<file path="config.mk">
export PLATFORM = sky130hd
export DESIGN_NAME = accsp_port
export DESIGN_NICKNAME = d
export VERILOG_FILES = /design/src/accsp_pkg.sv /design/src/accsp_port.sv
export SDC_FILE = /design/constraint.sdc
export NUM_CORES = 1
export LEC_CHECK = 0
export BUFFER_PORTS_ARGS = -buffer_cell sky130_fd_sc_hd__buf_2
export CORE_ASPECT_RATIO = 0.8
export CORE_MARGIN = 8
export CORE_UTILIZATION = 60
export DETAILED_ROUTE_END_ITERATION = 16
export HOLD_SLACK_MARGIN = 0.02
export PLACE_DENSITY = 0.95
export SLEW_MARGIN = 0
export SYNTH_ARGS = -nofsm -noshare
export SYNTH_HDL_FRONTEND = slang
export SYNTH_SLANG_ARGS = --single-unit
</file>
<file path="constraint.sdc">
create_clock -name clk_i -period 3.7 [get_ports clk_i]
set_input_delay 0 -clock clk_i [delete_from_list [all_inputs] [get_ports clk_i]]
set_output_delay 0 -clock clk_i [all_outputs]
set_load 0.005 [all_outputs]
</file>
<file path="src/accsp_pkg.sv">
// Behaviour
// - temperature select low frames one serial readout of the temperature result.
// - serial output advances to its next bit on each falling serial clock edge.
// - serial input is shifted into the control word on rising serial clock edges.
// - acceleration select falling starts a conversion and frames its readout.
// - conversion steps only on the host serial clock, no internal oscillator.
// - selected axis is sampled on the second rising edge after select falls.
// - one conversion spans 16 serial clocks, all supplied within the frame.
// - acceleration select rising releases the serial output to high impedance.
// - select still low after 16 clocks starts the next conversion at once.
// - control bit 7 is accepted and has no effect.
// - control bit 3 picks the axis: 0 is X, 1 is Y.
// - control bit 0 picks the mode: 0 normal, 1 power-down.
// - stored control contents are kept through shutdown.
// - mode changes at control update; wake happens on the 16th rising edge.
// - self-test input high adds about 205 LSB to the converted result.
package accsp_pkg;

    // synchroniser lanes
    localparam int ACCSP_SYNC_W    = 5;
    localparam int ACCSP_LANE_SCLK = 0;
    localparam int ACCSP_LANE_CS   = 1;
    localparam int ACCSP_LANE_TSEL     = 2;
    localparam int ACCSP_LANE_DIN      = 3;
    localparam int ACCSP_LANE_SELFTEST = 4;

    localparam int ACCSP_FRAME_BITS = 16;
    localparam int ACCSP_DATA_W     = 12;
    localparam int ACCSP_TEMP_W     = 10;
    localparam int ACCSP_TEMP_PAD   = 5;

    localparam logic [3:0] ACCSP_SAMPLE_EDGE = 4'h1;
    localparam logic [3:0] ACCSP_CTRL_EDGES  = 4'h8;
    localparam logic [3:0] ACCSP_LAST_EDGE   = 4'hf;
    localparam logic [3:0] ACCSP_TOP_BIT     = 4'hf;

    localparam int         ACCSP_SELFTEST_LSB = 32'h0000_00cd;
    localparam logic [7:0] ACCSP_CTRL_RESET = 8'h04;

    typedef struct packed {
        logic       ignored_bit;
        logic [2:0] zero_hi;
        logic       axis_select_bit;
        logic       one_bit;
        logic       zero_lo;
        logic       power_mode_bit;
    } accsp_ctrl_t;

    typedef enum logic [3:0] {
        ACCSP_IDLE      = 4'b0001,
        ACCSP_ACCEL     = 4'b0010,
        ACCSP_TEMP      = 4'b0100,
        ACCSP_TEMP_HOLD = 4'b1000
    } accsp_phase_t;

endpackage : accsp_pkg

</file>
<file path="src/accsp_port.sv">
`timescale 1ns/10ps
`default_nettype none
module accsp_port #(
    parameter int DATA_W = accsp_pkg::ACCSP_DATA_W
) (
    input  wire logic                            clk_i,
    input  wire logic                            reset_i,
    input  wire logic                            sclk_i,
    input  wire logic                            accel_select_n_i,
    input  wire logic                            temp_select_n_i,
    input  wire logic                            din_i,
    input  wire logic                            self_test_in_i,
    input  wire logic [DATA_W-1:0]               x_sample_i,
    input  wire logic [DATA_W-1:0]               y_sample_i,
    input  wire logic [accsp_pkg::ACCSP_TEMP_W-1:0] temp_data_i,
    output logic                                 dout_o,
    output logic                                 dout_oe_o,
    output logic                                 shutdown_o,
    output logic                                 axis_y_o,
    output logic                                 sample_strobe_o,
    output logic                                 conv_done_o,
    output logic [DATA_W-1:0]                    sample_o
);

    // bit 14 leaves on the first fall, before the sample edge, so it must be padding
    if (DATA_W < 1 || DATA_W > accsp_pkg::ACCSP_FRAME_BITS - 2) begin : g_bad_width
        $error("accsp_port: DATA_W must leave two leading zeros in a frame");
    end

    typedef struct packed {
        logic [accsp_pkg::ACCSP_SYNC_W-1:0]     sync1;
        logic [accsp_pkg::ACCSP_SYNC_W-1:0]     sync2;
        logic [accsp_pkg::ACCSP_SYNC_W-1:0]     prev;
        accsp_pkg::accsp_phase_t                phase;
        logic [3:0]                             rise_cnt;
        logic [3:0]                             fall_cnt;
        logic [7:0]                             shift;
        accsp_pkg::accsp_ctrl_t                 ctrl;
        logic [DATA_W-1:0]                      sample;
        logic [accsp_pkg::ACCSP_FRAME_BITS-1:0] temp_word;
        logic                                   dout;
        logic                                   strobe;
        logic                                   done;
    } accsp_state_t;

    accsp_state_t q;
    accsp_state_t d;
    logic         sclk_rise;
    logic         sclk_fall;
    logic         cs_fell;
    logic         tsel_fell;
    logic [3:0]   fall_next;
    logic [accsp_pkg::ACCSP_FRAME_BITS-1:0] accel_word;
    logic [DATA_W-1:0] axis_val;

    always_comb begin
        // edges only from second stage onward; first stage feeds nothing else
        sclk_rise = q.sync2[accsp_pkg::ACCSP_LANE_SCLK] & ~q.prev[accsp_pkg::ACCSP_LANE_SCLK];
        sclk_fall = ~q.sync2[accsp_pkg::ACCSP_LANE_SCLK] & q.prev[accsp_pkg::ACCSP_LANE_SCLK];
        cs_fell   = ~q.sync2[accsp_pkg::ACCSP_LANE_CS] & q.prev[accsp_pkg::ACCSP_LANE_CS];
        tsel_fell = ~q.sync2[accsp_pkg::ACCSP_LANE_TSEL] & q.prev[accsp_pkg::ACCSP_LANE_TSEL];
        fall_next = q.fall_cnt + 4'h1;
        accel_word = {{(accsp_pkg::ACCSP_FRAME_BITS - DATA_W){1'b0}}, q.sample};
        axis_val  = q.ctrl.axis_select_bit ? y_sample_i : x_sample_i;
        if (q.sync2[accsp_pkg::ACCSP_LANE_SELFTEST]) begin
            axis_val = axis_val + DATA_W'(accsp_pkg::ACCSP_SELFTEST_LSB);
        end
        d        = q;
        d.sync1  = {self_test_in_i, din_i, temp_select_n_i, accel_select_n_i, sclk_i};
        d.sync2  = q.sync1;
        d.prev   = q.sync2;
        d.strobe = 1'b0;
        d.done   = 1'b0;
        unique case (q.phase)
            accsp_pkg::ACCSP_IDLE: begin
                // a select falling while the other is low is ignored
                if (cs_fell && q.sync2[accsp_pkg::ACCSP_LANE_TSEL]) begin
                    d.phase    = accsp_pkg::ACCSP_ACCEL;
                    d.rise_cnt = 4'h0;
                    d.fall_cnt = 4'h0;
                    d.dout     = accel_word[accsp_pkg::ACCSP_TOP_BIT];
                end else if (tsel_fell && q.sync2[accsp_pkg::ACCSP_LANE_CS]) begin
                    d.phase     = accsp_pkg::ACCSP_TEMP;
                    d.rise_cnt  = 4'h0;
                    d.fall_cnt  = 4'h0;
                    d.temp_word = {1'b0, temp_data_i, {accsp_pkg::ACCSP_TEMP_PAD{1'b0}}};
                    d.dout      = 1'b0;
                end
            end
            accsp_pkg::ACCSP_ACCEL: begin
                if (q.sync2[accsp_pkg::ACCSP_LANE_CS]) begin
                    d.phase = accsp_pkg::ACCSP_IDLE;
                end else begin
                    if (sclk_rise) begin
                        d.rise_cnt = q.rise_cnt + 4'h1;
                        if (q.rise_cnt < accsp_pkg::ACCSP_CTRL_EDGES) begin
                            d.shift = {q.shift[6:0], q.sync2[accsp_pkg::ACCSP_LANE_DIN]};
                        end
                        if (q.rise_cnt == accsp_pkg::ACCSP_SAMPLE_EDGE &&
                            !q.ctrl.power_mode_bit) begin
                            d.sample = axis_val;
                            d.strobe = 1'b1;
                        end
                        if (q.rise_cnt == accsp_pkg::ACCSP_LAST_EDGE) begin
                            // whole word stored, bit 7 kept but unused
                            d.ctrl = accsp_pkg::accsp_ctrl_t'(q.shift);
                            d.done = 1'b1;
                        end
                    end
                    if (sclk_fall) begin
                        d.fall_cnt = fall_next;
                        d.dout     = accel_word[accsp_pkg::ACCSP_TOP_BIT - fall_next];
                    end
                end
            end
            accsp_pkg::ACCSP_TEMP: begin
                if (q.sync2[accsp_pkg::ACCSP_LANE_TSEL]) begin
                    d.phase = accsp_pkg::ACCSP_IDLE;
                end else begin
                    if (sclk_rise) begin
                        d.rise_cnt = q.rise_cnt + 4'h1;
                        if (q.rise_cnt == accsp_pkg::ACCSP_LAST_EDGE) begin
                            d.phase = accsp_pkg::ACCSP_TEMP_HOLD;
                        end
                    end
                    if (sclk_fall) begin
                        d.fall_cnt = fall_next;
                        d.dout     = q.temp_word[accsp_pkg::ACCSP_TOP_BIT - fall_next];
                    end
                end
            end
            accsp_pkg::ACCSP_TEMP_HOLD: begin
                // last bit stays on the line until the select rises
                if (q.sync2[accsp_pkg::ACCSP_LANE_TSEL]) begin
                    d.phase = accsp_pkg::ACCSP_IDLE;
                end
            end
            default: begin
                d.phase = accsp_pkg::ACCSP_IDLE;
            end
        endcase
    end

    always_ff @(posedge clk_i or posedge reset_i) begin
        if (reset_i) begin
            q           <= '0;
            q.sync1     <= '1;
            q.sync2     <= '1;
            q.prev      <= '1;
            q.phase     <= accsp_pkg::ACCSP_IDLE;
            q.ctrl      <= accsp_pkg::accsp_ctrl_t'(accsp_pkg::ACCSP_CTRL_RESET);
        end else begin
            q <= d;
        end
    end

    assign dout_o          = q.dout;
    assign dout_oe_o       = (q.phase != accsp_pkg::ACCSP_IDLE);
    assign shutdown_o      = q.ctrl.power_mode_bit;
    assign axis_y_o        = q.ctrl.axis_select_bit;
    assign sample_strobe_o = q.strobe;
    assign conv_done_o     = q.done;
    assign sample_o        = q.sample;

    property p_start;
        @(posedge clk_i) disable iff (reset_i)
        (q.phase == accsp_pkg::ACCSP_IDLE && cs_fell && q.sync2[accsp_pkg::ACCSP_LANE_TSEL])
            |=> (dout_oe_o && q.rise_cnt == 4'h0 && !dout_o);
    endproperty
    a_start: assert property (p_start) else $error("accel frame did not start");

    property p_temp;
        @(posedge clk_i) disable iff (reset_i)
        (q.phase == accsp_pkg::ACCSP_IDLE && tsel_fell && q.sync2[accsp_pkg::ACCSP_LANE_CS])
            |=> (q.phase == accsp_pkg::ACCSP_TEMP && dout_oe_o);
    endproperty
    a_temp: assert property (p_temp) else $error("temp frame did not start");

    property p_release;
        @(posedge clk_i) disable iff (reset_i)
        (q.phase == accsp_pkg::ACCSP_ACCEL && q.sync2[accsp_pkg::ACCSP_LANE_CS])
            |=> !dout_oe_o;
    endproperty
    a_release: assert property (p_release) else $error("output not released");

    property p_shift_out;
        @(posedge clk_i) disable iff (reset_i)
        ($changed(dout_o) && $past(dout_oe_o) && dout_oe_o) |-> $past(sclk_fall);
    endproperty
    a_shift_out: assert property (p_shift_out) else $error("data moved off falling edge");

    property p_capture;
        @(posedge clk_i) disable iff (reset_i)
        (q.phase == accsp_pkg::ACCSP_ACCEL && q.sync2[accsp_pkg::ACCSP_LANE_CS] == 1'b0 &&
         sclk_rise && q.rise_cnt < accsp_pkg::ACCSP_CTRL_EDGES)
            |=> q.shift == {$past(q.shift[6:0]), $past(q.sync2[accsp_pkg::ACCSP_LANE_DIN])};
    endproperty
    a_capture: assert property (p_capture) else $error("control bit not captured");

    property p_sample;
        @(posedge clk_i) disable iff (reset_i)
        sample_strobe_o |-> ($past(q.rise_cnt) == accsp_pkg::ACCSP_SAMPLE_EDGE &&
                             $past(sclk_rise) && !$past(shutdown_o) &&
                             q.rise_cnt == 4'h2 && sample_o == $past(axis_val));
    endproperty
    a_sample: assert property (p_sample) else $error("sample at wrong edge or value");

    property p_conv;
        @(posedge clk_i) disable iff (reset_i)
        conv_done_o |-> ($past(q.rise_cnt) == accsp_pkg::ACCSP_LAST_EDGE && q.rise_cnt == 4'h0 &&
                         q.ctrl == $past(q.shift));
    endproperty
    a_conv: assert property (p_conv) else $error("conversion end wrong");

    property p_continue;
        @(posedge clk_i) disable iff (reset_i)
        (conv_done_o && !q.sync2[accsp_pkg::ACCSP_LANE_CS])
            |-> (q.phase == accsp_pkg::ACCSP_ACCEL && dout_oe_o);
    endproperty
    a_continue: assert property (p_continue) else $error("no back-to-back conversion");

    property p_mode;
        @(posedge clk_i) disable iff (reset_i)
        $changed(shutdown_o) |-> $past(sclk_rise) && $past(q.rise_cnt) == accsp_pkg::ACCSP_LAST_EDGE;
    endproperty
    a_mode: assert property (p_mode) else $error("mode changed off frame end");

    c_accel: cover property (@(posedge clk_i) disable iff (reset_i) conv_done_o);
    c_temp:  cover property (@(posedge clk_i) disable iff (reset_i)
                             q.phase == accsp_pkg::ACCSP_TEMP_HOLD);
    c_down:  cover property (@(posedge clk_i) disable iff (reset_i) $rose(shutdown_o));

endmodule // accsp_port
`default_nettype wire
</file>
==> impl_metrics.py, run 1 <==
metrics = {
    "status": {
        "status": "finished clean",
    },
    "layout": {
        "layout_common_cells": "buf_2 (58), dfrtp_1 (42), nand2_1 (21)",
        "multiInputGateArea_mm2": 0.00148,
        "seqCellArea_mm2": 0.00142,
        "final_common_cell": "buf_2",
        "drive_above_1_share_pct": 35.2,
        "area_delta_synth_final_pct": 16.2,
        "fill_cells": 340,
        "fin_area_mm2": 0.00356,
        "n_antenna_cell": 0,
        "final_nets": 382,
    },
    "floorplanning": {
        "start_util_pct": 61.5,
        "rows": 23,
        "dieArea_mm2": 0.00766,
        "die_width_um": 95.9,
        "io_pins": 59,
        "core-area_mm2": 0.00498,
        "dieHeight_um": 79.9,
    },
    "worst_setup_path": {
        "reg2reg_depth": 6,
        "cp.required_ns": 3.93,
        "cp_cell_sequence": "mux2_2 -> ha_1 -> o21ba_2 -> o21ai_0 -> nor3b_1 -> o31ai_1",
        "r2r-start": "axis_y_o",
        "startpoint": "axis_y_o",
        "crit_family": "flip-flops",
        "cp.arrival_ns": 2.70,
        "slowest_delay_ns": 0.88,
        "worstSetupStartpointType": "flop",
        "cp_max_fo": 21,
        "ff2ff_setup_slack_ns": 1.23,
        "critPathKind": "reg -> reg",
        "timing.rr.end": "sample_o[10]",
        "crit_cells": 6,
        "cp-end-kind": "flop",
        "slowest_stage": "dfrtp_1",
        "crit_buf_inv": 0,
    },
    "cts": {
        "cts_hold_buf": 16,
        "postCtsSetupRepairBufs": 0,
        "htree_levels": 2,
        "cts_buffers": 5,
        "clockBufferDepth": 2,
        "ctsResizeCount": 0,
        "clock_latency_ns": 0.32,
        "clkSinkCount": 56,
        "cts.reportedPaths.clkPinSlew_ns": 0.11,
        "cts_root_buffer": "clkbuf_8",
        "cts_tree": "done",
    },
    "logic_synthesis": {
        "netlist-cell-type-count": 54,
        "syn_nets": 320,
        "yosysSeqAreaShare_pct": 46.3,
        "yosys_warnings": 0,
        "netlist_instances": 275,
        "ys_ff_latch": 56,
        "synth_area_mm2": 0.00306,
        "async_flop_share_pct": 100,
        "synth_edf_count": 0,
        "avgSynthCellArea_um2": 11.1,
        "ys.flop_type": "dfrtp_1",
    },
    "timing": {
        "finalSetupViolations": 0,
        "final_max_slew_viol_count": 0,
        "rsz0062_at_grt": "false",
        "setup_tns_ns": 0,
        "min_period_over_period_pct": 66.8,
        "max_freq_ghz": 0.405,
        "slew-limit-headroom_pct": 45.7,
        "finalCriticalPeriod_ns": 2.47,
        "hold_viol": 0,
        "skew_ns": 0.00831,
        "tightest_slew_ns": 0.808,
    },
    "min_path": {
        "holdCritStartpoint": "y_sample_i[3]",
        "min_path_type": "in -> reg",
        "min_delay_worst_endpoint": "sample_o[3]",
        "hold_depth": 4,
    },
    "place": {
        "dp_hpwl_um": 4860,
        "placed_area_mm2": 0.00330,
        "port-buffer-count": 58,
        "gp_congestion": 0.844,
    },
    "global_route": {
        "grtUsageTotal_pct": 18.3,
        "grt_start_max_net_pins": 57,
        "first_global_vias": 2395,
        "antenna_found_initial": 0,
        "grt_pass1_wl_um": 11200,
        "grt-ovfl-total": 0,
    },
    "routing": {
        "finalWirelength_um": 6650,
        "drt-pass1-iter-count": 5,
        "wl_per_cell_um": 16.6,
        "vias_per_cell": 5.76,
        "ant_nets": 0,
        "drc_errors": 0,
        "drt_iter0_drc": 131,
        "dr_total_vias": 2305,
    },
    "run": {
        "maxCapViolations": 0,
    },
    "power_and_ir_drop": {
        "p_per_area_mw_per_mm2": 462,
        "power_leakage_uw": 0.00157,
        "irDropWorstVdd_mv": 0.346,
    },
}
logic make-up after synthesis:
| kind of cell | count (synthesis) | share of synthesized area (%) |
|---|---|---|
| DFF | 56 | 46.3 |
| adders and majority gates | 4 | 1.63 |
| muxes | 36 | 14.7 |
| AOI/OAI and AO/OA | 53 | 11.8 |
| buffers and inverters | 27 | 5.27 |
| and+or+nand+nor | 87 | 16.9 |
| xor gates and xnor gates | 12 | 3.43 |
layer usage:
metal / vias up / wire length [um] / part of all wire (%) / track usage (%)
li1: 1112 / - / - / -
met1: 1097 / 3020 / 45 / 23.9
met2: 82 / 3200 / 48 / 30.4
met3: 14 / 339 / 5.1 / 4.04
met4: 0 / 99 / 1.5 / 3.98
met5: - / 0 / 0 / 0
worst min-delay path, delay by kind of cell:
kind	cells	cell delay, ns
xor+xnor	1	0.13
mux	1	0.08
compound gates	1	0.06
buf+inv	1	0.09
sequential cells by signal, summed over array words and instances (netlist names):
register	flops
q	29
sample_o	12
d	10
axis_y_o	1
conv_done_o	1
dout_o	1
sample_strobe_o	1
shutdown_o	1
worst max path at each step:
stage / slack, ns / to
2_1_floorplan: 1.51 / sample_o[8]
3_3_place_gp: 1.33 / sample_o[5]
3_5_place_dp: 1.24 / sample_o[10]
4_1_cts: 1.22 / sample_o[10]
5_1_grt: 1.03 / sample_o[5]
6_report: 1.23 / sample_o[10]
cells in the mapped netlist, types with 2 or more instances:
| library cell | count | share of area (%) |
|---|---|---|
| o211ai_1 | 2 | 0.49 |
| o31a_1 | 2 | 0.57 |
| dfrtp_1 | 42 | 34 |
| inv_1 | 6 | 0.73 |
| clkbuf_1 | 3 | 0.37 |
| ha_1 | 4 | 1.6 |
| dfstp_2 | 14 | 12 |
| nor4b_4 | 2 | 1.6 |
| a21boi_0 | 2 | 0.49 |
| a21oi_1 | 11 | 1.8 |
| nor3b_1 | 4 | 0.98 |
| nor2_1 | 16 | 2.0 |
| and2_1 | 3 | 0.61 |
| nand3_1 | 8 | 1.3 |
| o21ai_0 | 8 | 1.3 |
| buf_4 | 13 | 3.2 |
| nor4b_2 | 2 | 0.98 |
| nor2b_1 | 4 | 0.82 |
| mux4_2 | 2 | 1.5 |
| mux2_4 | 10 | 4.9 |
| mux2i_1 | 13 | 4.2 |
| a31oi_1 | 3 | 0.61 |
| nand4_1 | 3 | 0.61 |
| xor2_1 | 4 | 1.1 |
| nand3b_1 | 5 | 1.2 |
| o31ai_1 | 7 | 1.7 |
| buf_2 | 3 | 0.49 |
| mux2_2 | 11 | 4.0 |
| xnor2_1 | 8 | 2.3 |
| nand2_1 | 21 | 2.6 |
| or3_1 | 3 | 0.61 |
| o21ai_1 | 6 | 0.98 |
| nor3_1 | 5 | 0.82 |
| nand2b_1 | 5 | 1.0 |
final cells by class:
type                       instances  share of cell area (%)
tap                               62                    2.18
timing repair buffer              75                    12.9
clock inverter                     3                   0.738
multi-input combinational        192                    41.7
inverter                           7                   0.738
sequential                        56                    39.9
clock buffer                       5                    1.93
report_power, final:
| part | switching [uW] | total, uW | internal, uW |
|---|---|---|---|
| registers | 97.2 | 811 | 714 |
| logic | 234 | 476 | 242 |
| clock network | 217 | 356 | 140 |
stage by stage:
stage,utilization [%],setup WS (ns),power (uW),instances,hold slack [ns]
2_1_floorplan,-,1.51,1170,275,0.00448
3_3_place_gp,66.4,1.33,1260,376,0.106
3_5_place_dp,66.4,1.24,1280,376,0.106
4_1_cts,71.5,1.22,1650,400,0.0620
5_1_grt,71.5,1.03,1740,400,0.0986
6_report,71.5,1.23,1640,400,0.0684
Power figures use the tool's default switching activity.
==> run 2: changes to the inputs <==
CORE_UTILIZATION = 50   (was 60)
PLACE_DENSITY = 0.87   (was 0.95)
clock period = 2.04 ns   (was 3.7 ns; I/O delays follow)
==> run 2 against run 1 <==
Net effect:
- routed wire length increased by 7.4%
- combinational power increased by 130%
- critical path depth unchanged
- final cell count increased by 11%
- die area increased by 16%
- setup slack got worse by 1.2 ns
- clock skew increased by 0.0059 ns
- sequential power increased by 81%
- register-to-register slack got worse by 1.2 ns
- sequential share of layout area decreased by 3.0 points
- via count increased by 4.2%
- critical path type unchanged
==> impl_metrics.py, run 2 (same netlist as run 1, synthesis figures left out) <==
metrics = {
    "global_route": {
        "grt_pass1_wl_um": 11800,
        "grt-ovfl-total": 0,
        "grt_start_max_net_pins": 32,
        "top_usage_layer": "met2",
        "grtUsageMet3_pct": 4.57,
        "use_met2_pct": 26.5,
        "grtUsageTotal_pct": 15.8,
        "grt_use_met1_pct": 20.1,
        "antenna_found_initial": 0,
        "first_global_vias": 2438,
    },
    "floorplanning": {
        "rows": 25,
        "dieHeight_um": 86.0,
        "io_pins": 59,
        "die_width_um": 104,
        "start_util_pct": 51.8,
        "dieArea_mm2": 0.00891,
        "core-area_mm2": 0.00591,
    },
    "timing": {
        "slew-limit-headroom_pct": 63.0,
        "finalSetupViolations": 0,
        "hold_viol": 0,
        "final_max_slew_viol_count": 0,
        "min_period_over_period_pct": 97.9,
        "max_freq_ghz": 0.501,
        "finalCriticalPeriod_ns": 2.00,
        "skew_ns": 0.0142,
        "tightest_slew_ns": 0.553,
        "setup_tns_ns": 0,
    },
    "layout": {
        "largest_reg_flops": 29,
        "layout_common_cells": "buf_2 (58), dfrtp_1 (39), buf_4 (24)",
        "final_core_utilization_pct": 65.3,
        "final_common_cell": "buf_2",
        "drive_above_1_share_pct": 42.1,
        "n_antenna_cell": 0,
        "multiInputGateArea_mm2": 0.00154,
        "area_delta_synth_final_pct": 26.0,
        "regMostFlops": "q",
        "fin_area_mm2": 0.00386,
        "seqCellArea_mm2": 0.00142,
        "final_nets": 407,
        "fill_cells": 443,
    },
    "power_and_ir_drop": {
        "irDropWorstVdd_mv": 0.391,
        "power_leakage_uw": 0.00171,
        "p_per_area_mw_per_mm2": 833,
        "power_uw": 3220,
    },
    "cts": {
        "clockBufferDepth": 2,
        "cts_buffers": 5,
        "cts_tree": "done",
        "clkSinkCount": 56,
        "htree_levels": 2,
        "cts_root_buffer": "clkbuf_8",
        "cts.reportedPaths.clkPinSlew_ns": 0.11,
        "clock_latency_ns": 0.32,
    },
    "worst_setup_path": {
        "slowest_delay_ns": 0.41,
        "cp_max_fo": 4,
        "worstSetupStartpointType": "flop",
        "cp_cell_sequence": "mux2_2 -> ha_1 -> o21ba_2 -> o21ai_0 -> and3_1 -> o31ai_1",
        "slowest_stage": "dfrtp_1",
        "crit_buf_inv": 0,
        "cp.arrival_ns": 2.23,
        "crit_family": "compound AO/OA/AOI/OAI gates",
        "cp.required_ns": 2.28,
        "cp-end-kind": "flop",
        "critPathKind": "reg -> reg",
    },
    "routing": {
        "finalWirelength_um": 7150,
        "drc_errors": 0,
        "vias_per_cell": 5.41,
        "wl_per_cell_um": 16.1,
        "drt-pass1-iter-count": 4,
        "ant_nets": 0,
        "drt_iter0_drc": 144,
        "dr_total_vias": 2401,
    },
    "place": {
        "gp_congestion": 0.906,
        "dp_hpwl_um": 5420,
        "placed_area_mm2": 0.00350,
        "port-buffer-count": 58,
    },
    "status": {
        "status": "finished clean",
    },
    "run": {
        "maxCapViolations": 0,
    },
    "min_path": {
        "min_path_type": "in -> reg",
    },
}
[run 2: cell types whose count changed in the layout (fill, tap and decap cells not counted), moves of 2 or more]
cell,change
dfrtp_2,+3
dfrtp_1,-3
nor4b_2,-2
buf_4,+23
buf_12,+2
nor4b_4,+2
[run 2: what timing repair did]
item                                    CTS  global route
hold buffers                             16             0
endpoints found under the hold margin    28             0
setup buffers                             2             4
endpoints found under the setup margin    4            24
resized for setup                         1            12
gates cloned                              0             0
pin swaps                                 1             0
[run 2: area by class of cell]
cell class                      count  share of cell area (%)
Clock buffer                        5                    1.78
Multi-Input combinational cell    192                    40.0
Sequential cell                    56                    36.9
Tap cell                           81                    2.63
Clock inverter                      3                   0.681
Timing Repair Buffer              100                    17.4
Inverter                            7                   0.681
[run 2: path summary, 6_finish.rpt]
kind	start	to	slack, ns	cells past startpoint
setup / recovery	axis_y_o	sample_o[8]	0.04	6
setup reg to reg	axis_y_o	sample_o[8]	0.04	6
hold reg to reg	d[65]	d[60]	0.36	0
min in group asynchronous	reset_i	q[39]	0.25	3
max in group asynchronous	reset_i	d[68]	1.17	4
hold / removal	x_sample_i[4]	sample_o[4]	0.12	4
[run 2: metrics by stage]
stage / std cells / setup slack [ns] / hold slack (ns)
after floorplan: 275 / -0.00622 / 0.00448
after global placement: 414 / 0.0762 / 0.0744
after detailed placement: 414 / -0.00538 / 0.0800
after CTS: 440 / 0.00176 / 0.122
after global routing: 444 / -0.0479 / 0.146
final: 444 / 0.0428 / 0.121
[run 2: worst min-delay path, cell delays in order]
cell	delay (ns)
buf_2	0.10
mux2i_1	0.09
xnor2_1	0.16
o21ai_1	0.05
[run 2: layer usage]
metal	vias up	wire length (um)	part of all wire, %
li1	1155	-	-
met1	1185	3290	46
met2	57	3520	49
met3	4	305	4.3
met4	0	31	0.43
met5	-	0	0
[run 2: power breakdown]
| part | internal (uW) | switching [uW] |
|---|---|---|
| sequential | 1300 | 168 |
| combinational | 600 | 503 |
| clock | 254 | 393 |
| total | 2150 | 1060 |
==> run 3: changes to the inputs <==
CAP_MARGIN = 20   (was default)
CORE_UTILIZATION = 60   (was 50)
PLACE_DENSITY = 0.95   (was 0.87)
SETUP_SLACK_MARGIN = 0.4   (was default)
clock period = 2.3 ns   (was 2.04 ns; I/O delays follow)
==> run 3 against run 2 <==
Net effect:
- the flow now finishes with violations (negative setup slack)
- sequential share of layout area down 2.9 points
- sequential power shrank 11%
- power rose by 0.85%
- critical path type unchanged
==> impl_metrics.py, run 3 (same netlist as run 1, synthesis figures left out) <==
metrics = {
    "place": {
        "placed_cells": 387,
        "dp_hpwl_um": 5440,
        "pre_cts_ws_ns": 0.111,
        "port-buffer-count": 58,
        "gp_congestion": 0.854,
        "placed_area_mm2": 0.00343,
    },
    "timing": {
        "rsz0062_at_grt": "true",
        "min_period_over_period_pct": 101,
        "skew_ns": 0.0111,
        "finalSetupViolations": 1,
        "tightest_slew_ns": 0.639,
        "slew-limit-headroom_pct": 57.3,
        "hold_viol": 0,
        "final_max_slew_viol_count": 0,
        "finalCriticalPeriod_ns": 2.33,
        "max_freq_ghz": 0.428,
        "setup_ws_ns": -0.0339,
    },
    "cts": {
        "cts_buffers": 5,
        "clockBufferDepth": 2,
        "clkSinkCount": 56,
        "cts_tree": "done",
        "clock_latency_ns": 0.32,
        "cts.reportedPaths.clkPinSlew_ns": 0.11,
        "htree_levels": 2,
        "cts_root_buffer": "clkbuf_8",
    },
    "routing": {
        "drt-pass1-iter-count": 5,
        "ant_nets": 0,
        "drc_errors": 0,
        "drt_iter0_drc": 451,
        "dr_total_vias": 3074,
        "finalWirelength_um": 11100,
        "wl_per_cell_um": 24.5,
        "vias_per_cell": 6.80,
    },
    "power_and_ir_drop": {
        "p_per_area_mw_per_mm2": 773,
        "irDropWorstVdd_mv": 0.593,
        "power_leakage_uw": 0.00188,
    },
    "worst_setup_path": {
        "crit_family": "compound AO/OA/AOI/OAI gates",
        "cp_max_fo": 6,
        "crit_cells": 5,
        "critPathKind": "reg -> reg",
        "cp-endpoint": "dout_o",
        "reg2reg_depth": 5,
        "startpoint": "q[57]",
        "cp-end-kind": "flop",
        "slowest_delay_ns": 0.64,
        "cp.required_ns": 2.47,
        "cp.arrival_ns": 2.50,
        "timing.rr.end": "dout_o",
        "crit_buf_inv": 1,
        "worstSetupStartpointType": "flop",
        "r2r-start": "q[57]",
        "slowest_stage": "or4b_2",
        "cp_cell_sequence": "buf_4 -> or4b_2 -> a41oi_1 -> a31oi_1 -> o41ai_2",
        "ff2ff_setup_slack_ns": -0.03,
    },
    "run": {
        "maxCapViolations": 0,
    },
    "layout": {
        "drive_above_1_share_pct": 51.8,
        "final_nets": 434,
        "final_common_cell": "buf_2",
        "n_antenna_cell": 0,
        "area_delta_synth_final_pct": 36.9,
        "largest_reg_flops": 29,
        "fin_cells": 452,
        "fill_cells": 233,
        "regMostFlops": "q",
        "fin_area_mm2": 0.00419,
        "layout_common_cells": "buf_2 (58), buf_4 (46), dfrtp_1 (37)",
    },
    "floorplanning": {
        "rows": 23,
        "io_pins": 59,
        "core-area_mm2": 0.00498,
        "die_width_um": 95.9,
        "start_util_pct": 61.5,
        "dieHeight_um": 79.9,
        "dieArea_mm2": 0.00766,
    },
    "global_route": {
        "first_global_vias": 2723,
        "grt_pass1_wl_um": 13300,
        "grt_start_max_net_pins": 30,
        "grtUsageTotal_pct": 22.3,
        "grt-ovfl-total": 0,
        "antenna_found_initial": 0,
    },
    "status": {
        "violations": "negative setup slack",
        "status": "finished, violations left",
    },
    "min_path": {
        "hold_depth": 4,
        "min_path_type": "in -> reg",
    },
}
## run 3: cell types whose count changed in the layout (fill, tap and decap cells not counted), sizes merged
| cell | previous run | this run |
|---|---|---|
| clkinv | 1 | 2 |
| clkbuf | 5 | 6 |
| inv | 9 | 8 |
| buf | 84 | 110 |
## run 3: stage by stage
stage	util [%]	hold slack, ns	total power [uW]	setup TNS [ns]
2_1_floorplan	-	0.00448	1910	0
3_3_place_gp	68.8	0.0922	2090	0
3_5_place_dp	68.8	0.107	2150	0
4_1_cts	77.4	0.0863	2830	0
5_1_grt	84.2	0.0972	3360	-0.0152
6_report	84.2	0.0819	3240	-0.0339
## run 3: routing by layer
metal  up-vias  global-route usage, %  share of wire [%]
li1       1209                      -                  -
met1      1467                   25.1                 33
met2       283                   39.7                 48
met3       115                   4.61                 10
met4         0                   9.49                8.6
met5         -                      0                  0
## run 3: layout make-up
cell class,instances,area (um2),area share [%]
well taps,62,77.6,1.85
inverters,7,26.3,0.626
flip-flops and latches,56,1430,34.0
multi-input cells,192,1690,40.2
repair buffers,127,886,21.1
clock buffers,5,68.8,1.64
clock inverters,3,22.5,0.537
## run 3: timing repair
action	in CTS	in global routing
pin swaps	4	14
setup buffers	16	25
hold buffers	16	0
hold endpoints to repair	42	0
setup endpoints to repair	33	38
gates resized for setup	13	35
## run 3: worst min-delay path: stages
cell and delay [ns]:
buf_2 0.09, mux2i_1 0.08, xnor2_1 0.15, o21ai_1 0.06
## run 3: where the power goes
group / leakage (uW) / switching (uW) / internal [uW]
Sequential: 0.000647 / 163 / 1150
Clock: 0.0000485 / 355 / 219
Combinational: 0.00119 / 646 / 708
## run 3: worst min-delay path by stage
stage	from	to	slack, ns
after floorplan	sclk_i	d[64]	0.004
after global placement	reset_i	sample_o[8]	0.09
after detailed placement	self_test_in_i	d[68]	0.11
after CTS	x_sample_i[3]	sample_o[3]	0.09
after global routing	x_sample_i[3]	sample_o[3]	0.1
final	x_sample_i[3]	sample_o[3]	0.08
